`config.mk`:
```
export PLATFORM = sky130hd
export DESIGN_NAME = ewcs_top
export DESIGN_NICKNAME = d
export VERILOG_FILES = /design/src/ewcs_pkg.sv /design/src/ewcs_clock_select.sv /design/src/ewcs_edge_detect.sv /design/src/ewcs_top.sv
export SDC_FILE = /design/constraint.sdc
export NUM_CORES = 1
export LEC_CHECK = 0
export BUFFER_PORTS_ARGS = -buffer_cell sky130_fd_sc_hd__buf_4
export CAP_MARGIN = 10
export CORE_ASPECT_RATIO = 0.75
export CORE_MARGIN = 2
export CORE_UTILIZATION = 40
export DETAILED_ROUTE_END_ITERATION = 7
export HOLD_SLACK_MARGIN = 0.03
export PLACE_DENSITY_LB_ADDON = 0.12
export SYNTH_ARGS = -nofsm -noshare
export SYNTH_HDL_FRONTEND = slang
export SYNTH_SLANG_ARGS = --single-unit
```
`constraint.sdc`:
```
create_clock -name clock -period 3.22 [get_ports clock]
set_input_delay 0.805 -clock clock [delete_from_list [all_inputs] [get_ports clock]]
set_output_delay 0.805 -clock clock [all_outputs]
set_load 0.01 [all_outputs]
```
`src/ewcs_pkg.sv`:
```
// Purpose : shared constants and types for the edge/watchdog/clock-select register block
// Assumes : classic wishbone slave, 32-bit data, 100 MHz clock
// Notes   : register offsets are byte addresses of aligned words
// Contract
// - edge select 00 off, 01 rising, 10 falling, 11 both edges.
// - control bits 5 and 4 always read as zero.
// - enable code 1010 disables watchdog; any other code enables; 0101 recommended.
// - watchdog configuration option forces watchdog on, code ignored.
// - four clock sources: crystal, external rc, internal fast rc, 13kHz slow rc.
// - internal fast rc runs at 4, 8 or 12 MHz by selection.
// - watchdog clock source also follows the oscillator selection; here set by cfg.wdt_from_sysclk and cfg.slow_rc_off, not by clk_src.
// - source chosen from configuration options together with register settings; here the cfg.clk_src straps alone choose it.
// - crystal mode claims both oscillator pins from the port.
// - external rc uses only pin one (port a line six); line five stays port.
// - internal fast rc uses no pins; lines five and six are port lines.
// - sleep stops system clock; slow rc keeps running unless option disables it; here it runs only while it is the source or the watchdog is on.
// - power-up loads enable code 1010, so watchdog off unless option set.
package ewcs_pkg;

  // ----------------------------------------------------------------
  // register map
  // ----------------------------------------------------------------
  localparam logic [3:0] ADDR_CTRL   = 4'h0;  // system_control_two
  localparam logic [3:0] ADDR_CFG    = 4'h4;  // clock / option status
  localparam logic [3:0] ADDR_IRQ_ST = 4'h8;  // sticky event status
  localparam logic [3:0] ADDR_IRQ_MK = 4'hc;  // event mask

  // ----------------------------------------------------------------
  // control field layout and reset
  // ----------------------------------------------------------------
  localparam int         EDGE_HI_POS  = 7;
  localparam int         EDGE_LO_POS  = 6;
  localparam int         WDT_CODE_MSB = 3;
  localparam logic [1:0] EDGE_RESET   = 2'h2;
  localparam logic [3:0] WDT_DISABLE  = 4'ha;
  localparam logic [3:0] WDT_RECOMMEND = 4'h5;
  localparam logic [7:0] CTRL_WMASK   = 8'hcf;

  // edge select encodings
  localparam logic [1:0] EDGE_OFF  = 2'h0;
  localparam logic [1:0] EDGE_RISE = 2'h1;
  localparam logic [1:0] EDGE_FALL = 2'h2;
  localparam logic [1:0] EDGE_BOTH = 2'h3;

  // event status bits
  localparam int EV_EXT_IRQ  = 0;
  localparam int EV_WDT_CHG  = 1;
  localparam int EV_WIDTH    = 2;
  localparam logic [1:0] EV_RESET = 2'h0;

  // ----------------------------------------------------------------
  // clock sources and fast rc frequencies
  // ----------------------------------------------------------------
  typedef enum logic [1:0] {
    EWCS_SRC_CRYSTAL,
    EWCS_SRC_EXT_RC,
    EWCS_SRC_FAST_RC,
    EWCS_SRC_SLOW_RC
  } ewcs_src_e;

  typedef enum logic [1:0] {
    EWCS_FRC_4MHZ,
    EWCS_FRC_8MHZ,
    EWCS_FRC_12MHZ
  } ewcs_frc_e;

  localparam int SLOW_RC_HZ = 13000;

  // configuration options, static straps
  typedef struct packed {
    ewcs_src_e  clk_src;
    ewcs_frc_e  fast_rc_freq;
    logic       wdt_force_on;
    logic       slow_rc_off;
    logic       wdt_from_sysclk;
  } ewcs_cfg_s;

  // oscillator pin ownership
  typedef struct packed {
    logic osc_pin_one_claimed;   // port_a_line_six used by oscillator
    logic osc_pin_two_claimed;   // port_a_line_five used by oscillator
  } ewcs_pins_s;

endpackage

```
`src/ewcs_clock_select.sv`:
```
// Purpose : decode clock-source options into pin ownership and oscillator enables
// Assumes : options are static straps
// Notes   : purely combinational
`timescale 1ns/100ps
`default_nettype none
module ewcs_clock_select (
  input  wire ewcs_pkg::ewcs_cfg_s  cfg,
  input  wire logic                 sleep,
  input  wire logic                 wdt_on,
  output ewcs_pkg::ewcs_pins_s      pins,
  output logic                      sys_osc_run,
  output logic                      slow_rc_run,
  output logic                      wdt_clk_slow,
  output logic [1:0]                fast_rc_freq
);

  // pin ownership per source
  always_comb begin
    pins = '0;
    unique case (cfg.clk_src)
      ewcs_pkg::EWCS_SRC_CRYSTAL: begin
        pins.osc_pin_one_claimed = 1'b1;
        pins.osc_pin_two_claimed = 1'b1;
      end
      ewcs_pkg::EWCS_SRC_EXT_RC: pins.osc_pin_one_claimed = 1'b1;
      ewcs_pkg::EWCS_SRC_FAST_RC: pins = '0;
      ewcs_pkg::EWCS_SRC_SLOW_RC: pins = '0;
    endcase
  end

  // system clock stops in sleep; slow rc runs when it is the source or the watchdog is on, unless option turns it off
  assign sys_osc_run  = !sleep;
  assign slow_rc_run  = !cfg.slow_rc_off &&
                        (cfg.clk_src == ewcs_pkg::EWCS_SRC_SLOW_RC || wdt_on);
  // watchdog clocked from slow rc unless it follows the system clock or option turns slow rc off
  assign wdt_clk_slow = !cfg.wdt_from_sysclk && !cfg.slow_rc_off;
  assign fast_rc_freq = (cfg.clk_src == ewcs_pkg::EWCS_SRC_FAST_RC) ?
                        cfg.fast_rc_freq : 2'h0;

endmodule // ewcs_clock_select
`default_nettype wire

```
`src/ewcs_edge_detect.sv`:
```
// Purpose : synchronise the external interrupt pin and flag selected edges
// Assumes : pin is asynchronous to clock
// Notes   : three-stage sampler; change counts once stages two and three agree
`timescale 1ns/100ps
`default_nettype none
module ewcs_edge_detect (
  input  wire logic       clock,
  input  wire logic       rst_n,
  input  wire logic       irq_pin,
  input  wire logic [1:0] edge_sel,
  output logic            edge_pulse
);

  logic [2:0] sync;
  logic       level;

  // three-flop sampler, first stage read only by second
  always_ff @(posedge clock) begin
    if (!rst_n) begin
      sync <= 3'h0;
    end else begin
      sync <= {sync[1:0], irq_pin};
    end
  end

  // accepted level changes when stages two and three agree
  always_ff @(posedge clock) begin
    if (!rst_n) begin
      level <= 1'b0;
    end else if (sync[1] == sync[2]) begin
      level <= sync[2];
    end
  end

  // compare with previous accepted level and decode edge select
  always_comb begin
    edge_pulse = 1'b0;
    if (sync[1] == sync[2] && sync[2] != level) begin
      unique case (edge_sel)
        ewcs_pkg::EDGE_OFF:  edge_pulse = 1'b0;
        ewcs_pkg::EDGE_RISE: edge_pulse = sync[2];
        ewcs_pkg::EDGE_FALL: edge_pulse = !sync[2];
        ewcs_pkg::EDGE_BOTH: edge_pulse = 1'b1;
      endcase
    end
  end

endmodule // ewcs_edge_detect
`default_nettype wire

```
`src/ewcs_top.sv`:
```
// Purpose : system control register block with edge select, watchdog gate, clock select
// Assumes : classic wishbone slave, single clock, synchronous active-low reset
// Notes   : unmapped addresses ack with zero data; writes there are ignored
//
// Register access over Wishbone and the register addresses were left to the implementer.
`timescale 1ns/100ps
`default_nettype none
module ewcs_top (
  input  wire logic                 clock,
  input  wire logic                 rst_n,
  // wishbone slave
  input  wire logic                 wb_cyc_i,
  input  wire logic                 wb_stb_i,
  input  wire logic                 wb_we_i,
  input  wire logic [3:0]           wb_adr_i,
  input  wire logic [3:0]           wb_sel_i,
  input  wire logic [31:0]          wb_dat_i,
  output logic [31:0]               wb_dat_o,
  output logic                      wb_ack_o,
  // configuration straps and status
  input  wire ewcs_pkg::ewcs_cfg_s  cfg,
  input  wire logic                 sleep,
  input  wire logic                 ext_irq_pin,
  // outputs
  output logic                      ext_irq_req,
  output logic                      watchdog_run,
  output logic                      irq,
  output ewcs_pkg::ewcs_pins_s      osc_pins,
  output logic                      sys_osc_run,
  output logic                      slow_rc_run,
  output logic                      wdt_clk_slow,
  output logic [1:0]                fast_rc_freq
);

  // ----------------------------------------------------------------
  // state
  // ----------------------------------------------------------------
  logic [1:0]                 edge_sel;
  logic [3:0]                 watchdog_enable_code;
  logic [ewcs_pkg::EV_WIDTH-1:0] ev_status;
  logic [ewcs_pkg::EV_WIDTH-1:0] ev_mask;
  logic [ewcs_pkg::EV_WIDTH-1:0] ev_set;
  logic                       edge_pulse;
  logic                       wdt_on;
  logic                       wdt_on_q;
  logic                       acc;
  logic                       wr;
  logic [7:0]                 ctrl_read;
  logic [7:0]                 cfg_read;
  logic [31:0]                next_dat;

  // ----------------------------------------------------------------
  // bus decode
  // ----------------------------------------------------------------
  // single-wait-state access: ack one cycle after request, dropped next cycle
  assign acc = wb_cyc_i && wb_stb_i && !wb_ack_o;
  assign wr  = acc && wb_we_i && wb_sel_i[0];

  // ----------------------------------------------------------------
  // control register
  // ----------------------------------------------------------------
  // edge select and watchdog code, written through byte lane zero
  always_ff @(posedge clock) begin
    if (!rst_n) begin
      edge_sel             <= ewcs_pkg::EDGE_RESET;
      watchdog_enable_code <= ewcs_pkg::WDT_DISABLE;
    end else if (wr && wb_adr_i == ewcs_pkg::ADDR_CTRL) begin
      edge_sel             <= wb_dat_i[ewcs_pkg::EDGE_HI_POS:ewcs_pkg::EDGE_LO_POS];
      watchdog_enable_code <= wb_dat_i[ewcs_pkg::WDT_CODE_MSB:0];
    end
  end

  // watchdog gate: option forces on, else code other than disable pattern
  assign wdt_on = cfg.wdt_force_on ||
                  (watchdog_enable_code != ewcs_pkg::WDT_DISABLE);

  always_ff @(posedge clock) begin
    if (!rst_n) begin
      wdt_on_q     <= 1'b0;
      watchdog_run <= 1'b0;
    end else begin
      wdt_on_q     <= wdt_on;
      watchdog_run <= wdt_on;
    end
  end

  // unimplemented bits 5:4 read as zero
  assign ctrl_read = {edge_sel, 2'h0, watchdog_enable_code};
  assign cfg_read  = {1'b0, cfg.wdt_from_sysclk, cfg.slow_rc_off, cfg.wdt_force_on,
                      cfg.fast_rc_freq, cfg.clk_src};

  // ----------------------------------------------------------------
  // external interrupt edge detection
  // ----------------------------------------------------------------
  ewcs_edge_detect u_edge (
    .clock      (clock),
    .rst_n      (rst_n),
    .irq_pin    (ext_irq_pin),
    .edge_sel   (edge_sel),
    .edge_pulse (edge_pulse)
  );

  // one request pulse per selected edge
  always_ff @(posedge clock) begin
    if (!rst_n) begin
      ext_irq_req <= 1'b0;
    end else begin
      ext_irq_req <= edge_pulse;
    end
  end

  // ----------------------------------------------------------------
  // interrupt status and mask
  // ----------------------------------------------------------------
  assign ev_set[ewcs_pkg::EV_EXT_IRQ] = edge_pulse;
  assign ev_set[ewcs_pkg::EV_WDT_CHG] = wdt_on != wdt_on_q;

  // sticky status, write one to clear, set wins over clear
  always_ff @(posedge clock) begin
    if (!rst_n) begin
      ev_status <= ewcs_pkg::EV_RESET;
    end else if (wr && wb_adr_i == ewcs_pkg::ADDR_IRQ_ST) begin
      ev_status <= (ev_status & ~wb_dat_i[ewcs_pkg::EV_WIDTH-1:0]) | ev_set;
    end else begin
      ev_status <= ev_status | ev_set;
    end
  end

  // mask register, one enables the bit
  always_ff @(posedge clock) begin
    if (!rst_n) begin
      ev_mask <= ewcs_pkg::EV_RESET;
    end else if (wr && wb_adr_i == ewcs_pkg::ADDR_IRQ_MK) begin
      ev_mask <= wb_dat_i[ewcs_pkg::EV_WIDTH-1:0];
    end
  end

  // level interrupt from registered status and mask
  assign irq = |(ev_status & ev_mask);

  // ----------------------------------------------------------------
  // clock source selection
  // ----------------------------------------------------------------
  ewcs_clock_select u_clk (
    .cfg          (cfg),
    .sleep        (sleep),
    .wdt_on       (wdt_on),
    .pins         (osc_pins),
    .sys_osc_run  (sys_osc_run),
    .slow_rc_run  (slow_rc_run),
    .wdt_clk_slow (wdt_clk_slow),
    .fast_rc_freq (fast_rc_freq)
  );

  // ----------------------------------------------------------------
  // read data and acknowledge
  // ----------------------------------------------------------------
  // read mux; unmapped addresses return zero
  always_comb begin
    next_dat = 32'h0;
    unique case (wb_adr_i)
      ewcs_pkg::ADDR_CTRL:   next_dat = {24'h0, ctrl_read};
      ewcs_pkg::ADDR_CFG:    next_dat = {24'h0, cfg_read};
      ewcs_pkg::ADDR_IRQ_ST: next_dat = {30'h0, ev_status};
      ewcs_pkg::ADDR_IRQ_MK: next_dat = {30'h0, ev_mask};
      default:               next_dat = 32'h0;
    endcase
  end

  // ack one cycle after request, data registered alongside
  always_ff @(posedge clock) begin
    if (!rst_n) begin
      wb_ack_o <= 1'b0;
      wb_dat_o <= 32'h0;
    end else begin
      wb_ack_o <= acc;
      wb_dat_o <= acc ? next_dat : 32'h0;
    end
  end

endmodule // ewcs_top
`default_nettype wire
```
Word-level counts from Yosys, hierarchy flattened. Cells that the tools add are included.

Memory bits (writable): 0. Latch bits: 0. Bits in read-only memories: 0. Register bits: 49. Memories kept: 0. Bits of input ports: 54.

Bitwise operators: 5. Equal/unequal tests: 13. Reduce and logical (&&, ||, !) cells: 24. Shift operators: 0. $mul: 0. Divide/modulo/power cells: 0. Muxes and demuxes: 7. Add/subtract/negate cells: 0. Order comparisons: 0.

Operators by type and width (number): $pmux W8 S4 (1); $logic_and A1 B1 Y1 (10); $eq A2 B2 Y1 const B (4); $eq A4 B4 Y1 const B (2); $reduce_or A2 Y1 (3); $logic_not A1 Y1 (5); $and A2 B2 Y2 (2); $eq A2 B1 Y1 const B (2); $eq A4 B3 Y1 const B (1); $logic_not A2 Y1 (2); $logic_not A4 Y1 (1); $mux W2 (2); $ne A4 B4 Y1 const B (1); $or A2 B2 Y2 (2); $pmux W1 S4 (1); $logic_or A1 B1 Y1 (2); $mux W1 (2); $ne A1 B1 Y1 (2); $not A2 Y2 (1); $pmux W1 S2 (1); $reduce_and A2 Y1 (1); $eq A1 B1 Y1 (1).

Depth between registers and ports, before layout. Gate-level depths: netlist of the first run.

Depth after elaboration: 6. Depth in mapped cells: 4.

Modules after synthesis. From an unflattened synthesis of the first run, not the netlist that was laid out.

Cell total of the unflattened synthesis: 141. Area total of the unflattened synthesis: 1265.0 um2.

Modules (own cells, without submodules): ewcs_top (area each 1086.0 um2, cells an instance 120, instances 1, seq. area each 420.4 um2); ewcs_edge_detect (area each 140.1 um2, cells an instance 13, instances 1, seq. area each 80.1 um2); ewcs_clock_select (area each 38.8 um2, cells an instance 8, instances 1, seq. area each 0.0 um2).

Worst setup path after synthesis of the first run. OpenSTA, ideal clock, no wires.

Kind: input -> output. Start point: in cfg[2] (netlist bit). End point: out slow_rc_run. Arrival time: 1.344 ns. Slack: 1.071 ns. Stages on the path: 3. Cells stage by stage: nand2b_1 > nor3_1 > a21oi_1.

Cells in the longest elaborated chain, start to end: 3.

Ends and longest elaborated chain: start, declared (RTL line ewcs_top.sv:21) `input wire ewcs_pkg::ewcs_cfg_s cfg,`; $logic_or A1 B1 Y1 (RTL line ewcs_top.sv:74) `assign wdt_on = cfg.wdt_force_on ||`; $logic_or A1 B1 Y1 (RTL line ewcs_clock_select.sv:34) `(cfg.clk_src == ewcs_pkg::EWCS_SRC_SLOW_RC || wdt_on);`; $logic_and A1 B1 Y1 (RTL line ewcs_clock_select.sv:33) `assign slow_rc_run = !cfg.slow_rc_off &&`; end, declared (RTL line ewcs_top.sv:30) `output logic slow_rc_run,`.

No other way between the ends.

Final worst setup path of the first run. Same ends and word-level chain as after synthesis.

==> key figures, run 1 <==
Run status
  – Run status: finished clean

STA
  – Slew margin rel.: 0.614
  – Fin worst setup slack: 0.757 ns
  – Pins Over Slew Limit: 0
  – Max frequency: 406 MHz
  – Post-Route Setup TNS: 0 ns
  – RSZ-0062 raised after global routing: no
  – Setup Skew: 0.00401 ns
  – Tmin final: 2.46 ns
  – Tcrit/Tclk final: 0.765
  – Final setup vio count: 0
  – Slew @ Worst Pin: 0.574 ns
  – Final Hold Viols: 0

Detailed routing
  – Router iterations before antenna repair: 4
  – Routed vias: 1010
  – # DRC: 0
  – Wire per inst: 12.2 um
  – Vias/cell: 4.68
  – WL final: 2630 um
  – Iter 0 DRT Violations: 33
  – ANT nets after route: 0

Clocking
  – CTS tree: done
  – Clock sink total: 25
  – CTS Buf Count: 3
  – PostCTS Resize Cnt: 0
  – Setup repair bufs after CTS: 0
  – CTS Root Cell: clkbuf_8
  – CTS H-tree depth: 1
  – Clock Tree Buf Depth: 2
  – Reg clk slew, reported paths: 0.09 ns
  – Quantity of hold-fixing buffers added after cts: 0
  – Latest clock arrival within the worst-skew pair: 0.27 ns

Global routing
  – Global Route Usage Sum: 0.152
  – Largest net degree at the start of global routing: 22
  – GRT overflow: 0
  – Global-route wire length before repair: 4290 um
  – Initial antenna violation count: 0
  – Vias in the first global route: 901

Final layout
  – Fillers: 265
  – Commonest non-fill, non-tap cell in the layout: buf_4
  – P&R area growth vs syn: 23.3%
  – Nets: 233
  – Most frequent cells in the layout: buf_4 (43), dfxtp_1 (25), conb_1 (24)
  – Share of cells above drive strength 1: 0.298
  – N_diodes: 0

Synthesis
  – Register area share after synthesis: 0.391
  – Synth unique cells: 33
  – Synthesis Warnings: 0
  – Dominant synthesized flop cell: dfxtp_1
  – Area contributors post-synth: dfxtp_1 (39%), buf_4 (15%), mux2i_1 (8.6%)
  – Cells after Synth: 136
  – Syn Area/Cell: 9.40 um2
  – Share of the synthesized area in the top cell type: 0.391
  – Cell area after synthesis: 0.00128 mm2
  – EDFF count, synth: 0
  – Async SR Flop Fraction: 0
  – Area leader, netlist: dfxtp_1
  – Yosys reg bits: 25

Worst setup path
  – Setup crit end kind: primary output
  – Worst path required time: 2.41 ns
  – CP Launch Type: primary input
  – Worst EP arrival: 1.66 ns
  – Most numerous cell on the critical path: buf_4
  – Crit Path Max Fanout: 3
  – R2R Path Start: wb_ack_o$_SDFF_PN0_
  – Max incr delay on CP: 0.33 ns
  – Critical Path Slowest Stage Cell: nor3_1
  – Critical path class: primary input to primary output
  – Critical path, cell by cell: buf_4 > nand2b_1 > nor3_1 > a21oi_1 > buf_4
  – Crit path from: cfg[2]

Pwr
  – Max rail drop VDD: 0.000244 V
  – P per Cell Area: 377 mW/mm2
  – Lkg Pwr: 0.711 nW

Placement
  – Post-Place Setup Slack: 0.754 ns
  – IO Port Bufs: 43
  – GP Congestion: 0.815
  – Post-DP HPWL: 2110 um

Min path
  – Hold Path Class: flip-flop to flip-flop
  – Hold Startpoint: u_edge.sync[0]$_SDFF_PN0_

Floorplan
  – Die extent in y: 53.0 um
  – Die W: 69.3 um
  – Die ar.: 0.00367 mm2
  – Row count: 17
  – Initial Utilization: 0.426
  – Io pins: 97
  – Core Footprint: 0.00300 mm2

Job
  – Number of max-cap violations: 0
## registers in the layout, indices dropped and copies added, names as in the netlist
name,flops
wdt_on_q,1
ev_mask,2
edge_sel,2
wb_ack_o,1
u_edge.level,1
watchdog_enable_code,4
ext_irq_req,1
ev_status,2
wb_dat_o,8
u_edge.sync,3
## synth_stat cells (2+ instances only)
cell type	n
mux4_2	2
dfxtp_1	25
and3_1	2
nor3b_1	3
mux2i_1	11
inv_1	2
nor2_1	14
nor3_1	2
nand2_1	18
buf_4	25
and2_1	4
nand4b_1	2
a21oi_1	2
nor2b_1	2
nor4_1	2
nand2b_1	3
## critical path, delay by kind of cell
kind | cells | cell delay, ns
and+or+nand+nor | 2 | 0.47
buffers and inverters | 2 | 0.27
AOI/OAI and AO/OA | 1 | 0.12
## area by class of cell
cell class	count	area (um2)	share of cell area
inverters	3	11.3	0.00714
well taps	38	47.5	0.0302
clock inverters	1	7.51	0.00476
flip-flops and latches	25	500	0.317
multi-input cells	103	646	0.410
clock buffers	3	41.3	0.0262
repair buffers	43	323	0.205
## logic make-up (layout without fill, tap and decap cells)
kind of cell           count (synthesis)  after routing  synth area share
AND/OR/NAND/NOR                       59             59             0.275
buffers and inverters                 31             50             0.171
flip-flops                            25             25             0.391
multiplexers                          13             13             0.121
AO/OA/AOI/OAI                          7              7            0.0382
other                                  1             24           0.00293
## power by group
group	total, mW	switching, mW	internal, mW
clock network	0.187	0.0996	0.0877
logic	0.0891	0.0475	0.0416
registers	0.317	0.00328	0.314
total	0.594	0.150	0.443
## stage by stage
stage	cell area (um2)	util	total power [mW]	std cells	hold WS [ns]
after floorplan	1370	-	0.394	159	0.412
after global placement	1530	0.509	0.412	212	0.423
after detailed placement	1530	0.509	0.414	212	0.424
after CTS	1580	0.526	0.605	216	0.448
after global routing	1580	0.526	0.629	216	0.463
final	1580	0.526	0.594	216	0.441
## per-layer routing
metal  vias up  GRT usage  part of all wire
met1       457      0.194              0.45
met4         0     0.0294            0.0065
met2        51      0.248              0.46
met3         4     0.0590             0.080
met5         -          0                 0
li1        498          -                 -
## worst paths after layout
path	cells past startpoint	to	slack (ns)
max	5	slow_rc_run	0.76
min	1	u_edge.sync[1]$_SDFF_PN0_	0.44
max reg2reg	3	edge_sel[0]$_SDFFE_PN0P_	1.85
min reg2reg	1	u_edge.sync[1]$_SDFF_PN0_	0.44
(Power assumes the default switching activity.)
==> run 2: changes to the inputs <==
CORE_UTILIZATION = 36   (was 40)
clock period = 2.2 ns   (was 3.22 ns; I/O delays follow)
==> key figures, run 2 (synthesized netlist as in run 1, its figures left out) <==
Pwr
  – Max rail drop VDD: 0.000334 V (+37%)
  – P per Cell Area: 551 mW/mm2 (+46%)
  – Lkg Pwr: 0.715 nW (+0.68%)

STA
  – Setup Skew: 0.00631 ns (+0.00230 ns)
  – Tcrit/Tclk final: 0.907
  – Pins Over Slew Limit: 0 (unchanged)
  – Tmin final: 2.00 ns
  – Final Hold Viols: 0 (unchanged)
  – RSZ-0062 raised after global routing: no
  – Final setup vio count: 0 (unchanged)
  – Max frequency: 501 MHz
  – Post-Route Setup TNS: 0 ns (unchanged)
  – Slew @ Worst Pin: 0.560 ns (-0.0147 ns)
  – Slew margin rel.: 0.624 (+0.00988)

Clocking
  – CTS Buf Count: 3 (unchanged)
  – Reg clk slew, reported paths: 0.09 ns (about the same)
  – PostCTS Resize Cnt: 0 (unchanged)
  – CTS H-tree depth: 1 (unchanged)
  – CTS tree: done
  – Clock Tree Buf Depth: 2 (unchanged)
  – Clock sink total: 25 (unchanged)
  – Latest clock arrival within the worst-skew pair: 0.27 ns (about the same)
  – Quantity of hold-fixing buffers added after cts: 0 (unchanged)
  – Setup repair bufs after CTS: 0 (unchanged)
  – CTS Root Cell: clkbuf_8

Worst setup path
  – Most numerous cell on the critical path: buf_4
  – Crit Path Max Fanout: 3 (unchanged)
  – Critical path class: primary input to primary output
  – Worst EP arrival: 1.45 ns (-0.21 ns)
  – R2R Path Start: wb_ack_o$_SDFF_PN0_
  – Crit path from: cfg[2]
  – Critical Path Slowest Stage Cell: nor3_1
  – Setup crit end kind: primary output
  – Worst path required time: 1.65 ns (-0.76 ns)
  – CP Launch Type: primary input
  – Critical path, cell by cell: buf_4 > nand2b_1 > nor3_1 > a21oi_1 > buf_4
  – Max incr delay on CP: 0.36 ns (+0.03 ns)

Final layout
  – Top Registers: wb_dat_o (8), watchdog_enable_code (4), u_edge.sync (3)
  – N_diodes: 0 (unchanged)
  – Max FFs per register: 8 (unchanged)
  – P&R area growth vs syn: 24.1%
  – Most flops, register: wb_dat_o
  – Commonest non-fill, non-tap cell in the layout: buf_4
  – Most frequent cells in the layout: buf_4 (44), dfxtp_1 (25), conb_1 (24)
  – Nets: 234 (+0.43%)
  – Share of cells above drive strength 1: 0.302 (+0.00392)
  – Post-route cell area: 0.00159 mm2 (+0.63%)

Detailed routing
  – Routed vias: 998 (-1.2%)
  – Wire per inst: 12.1 um (-1.0%)
  – WL final: 2640 um (+0.38%)
  – ANT nets after route: 0 (unchanged)
  – Vias/cell: 4.56 (-2.5%)
  – # DRC: 0 (unchanged)
  – Iter 0 DRT Violations: 43 (+30%)
  – Router iterations before antenna repair: 4 (unchanged)

Floorplan
  – Row count: 18 (+1)
  – Die W: 72.8 um (+5.1%)
  – Initial Utilization: 0.384 (-0.0427)
  – Io pins: 97 (unchanged)
  – Core Footprint: 0.00333 mm2 (+11%)
  – Die ar.: 0.00405 mm2 (+10%)
  – Die extent in y: 55.6 um (+5.0%)

Global routing
  – GRT overflow: 0 (unchanged)
  – Global Route Usage Sum: 0.137 (-0.0155)
  – Vias in the first global route: 968 (+7.4%)
  – Largest net degree at the start of global routing: 22 (unchanged)
  – Global-route wire length before repair: 4310 um (+0.33%)
  – Initial antenna violation count: 0 (unchanged)

Job
  – Number of max-cap violations: 0 (unchanged)

Placement
  – IO Port Bufs: 43 (unchanged)
  – GP Congestion: 0.817 (+0.26%)
  – Placed Area: 0.00154 mm2 (+0.65%)
  – Post-DP HPWL: 2100 um (-0.19%)

Min path
  – Hold Path Class: flip-flop to flip-flop
  – Hold Startpoint: u_edge.sync[0]$_SDFF_PN0_

Run status
  – Run status: finished clean
-- run 2: cell types whose count changed in the layout (fill, tap and decap cells not counted) --
cell and delta:
buf_4 +1
-- run 2: cell type report --
class                           instances  area, um2
Fill cell                             325       1750
Multi-Input combinational cell        103        646
Sequential cell                        25        500
Timing Repair Buffer                   44        330
Tap cell                               40       50.0
Clock buffer                            3       41.3
Inverter                                3       11.3
Clock inverter                          1       7.51
-- run 2: power breakdown --
part | internal, mW | total, mW | switching [mW]
clock | 0.128 | 0.278 | 0.149
combinational | 0.0620 | 0.131 | 0.0692
sequential | 0.460 | 0.465 | 0.00489
-- run 2: metal layers --
| layer | part of all wire | track usage | vias up |
|---|---|---|---|
| met2 | 0.46 | 0.216 | 43 |
| met3 | 0.081 | 0.0399 | 2 |
| met5 | 0 | 0 | - |
| met1 | 0.46 | 0.184 | 452 |
| met4 | 0.0061 | 0.0317 | 0 |
| li1 | - | - | 501 |
-- run 2: critical path, delay by kind of cell --
kind / cells / cell delay (ns)
and+or+nand+nor: 2 / 0.50
buffers and inverters: 2 / 0.27
AOI/OAI and AO/OA: 1 / 0.12
-- run 2: worst paths after layout --
check                                    to  slack [ns]  cells after the start
setup / recovery                slow_rc_run        0.20                      5
hold / removal    u_edge.sync[1]$_SDFF_PN0_        0.45                      1
setup reg to reg   edge_sel[0]$_SDFFE_PN0P_        0.86                      3
hold reg to reg   u_edge.sync[1]$_SDFF_PN0_        0.45                      1
-- run 2: per-stage QoR --
stage / setup WS [ns] / total power, mW / cells / hold slack (ns) / utilization
after global routing: 0.119 / 0.907 / 219 / 0.485 / 0.476
final: 0.204 / 0.874 / 219 / 0.449 / 0.476
after global placement: 0.246 / 0.604 / 215 / 0.425 / 0.461
after detailed placement: 0.224 / 0.606 / 215 / 0.420 / 0.461
after CTS: 0.205 / 0.881 / 219 / 0.451 / 0.476
after floorplan: 0.561 / 0.577 / 159 / 0.412 / -
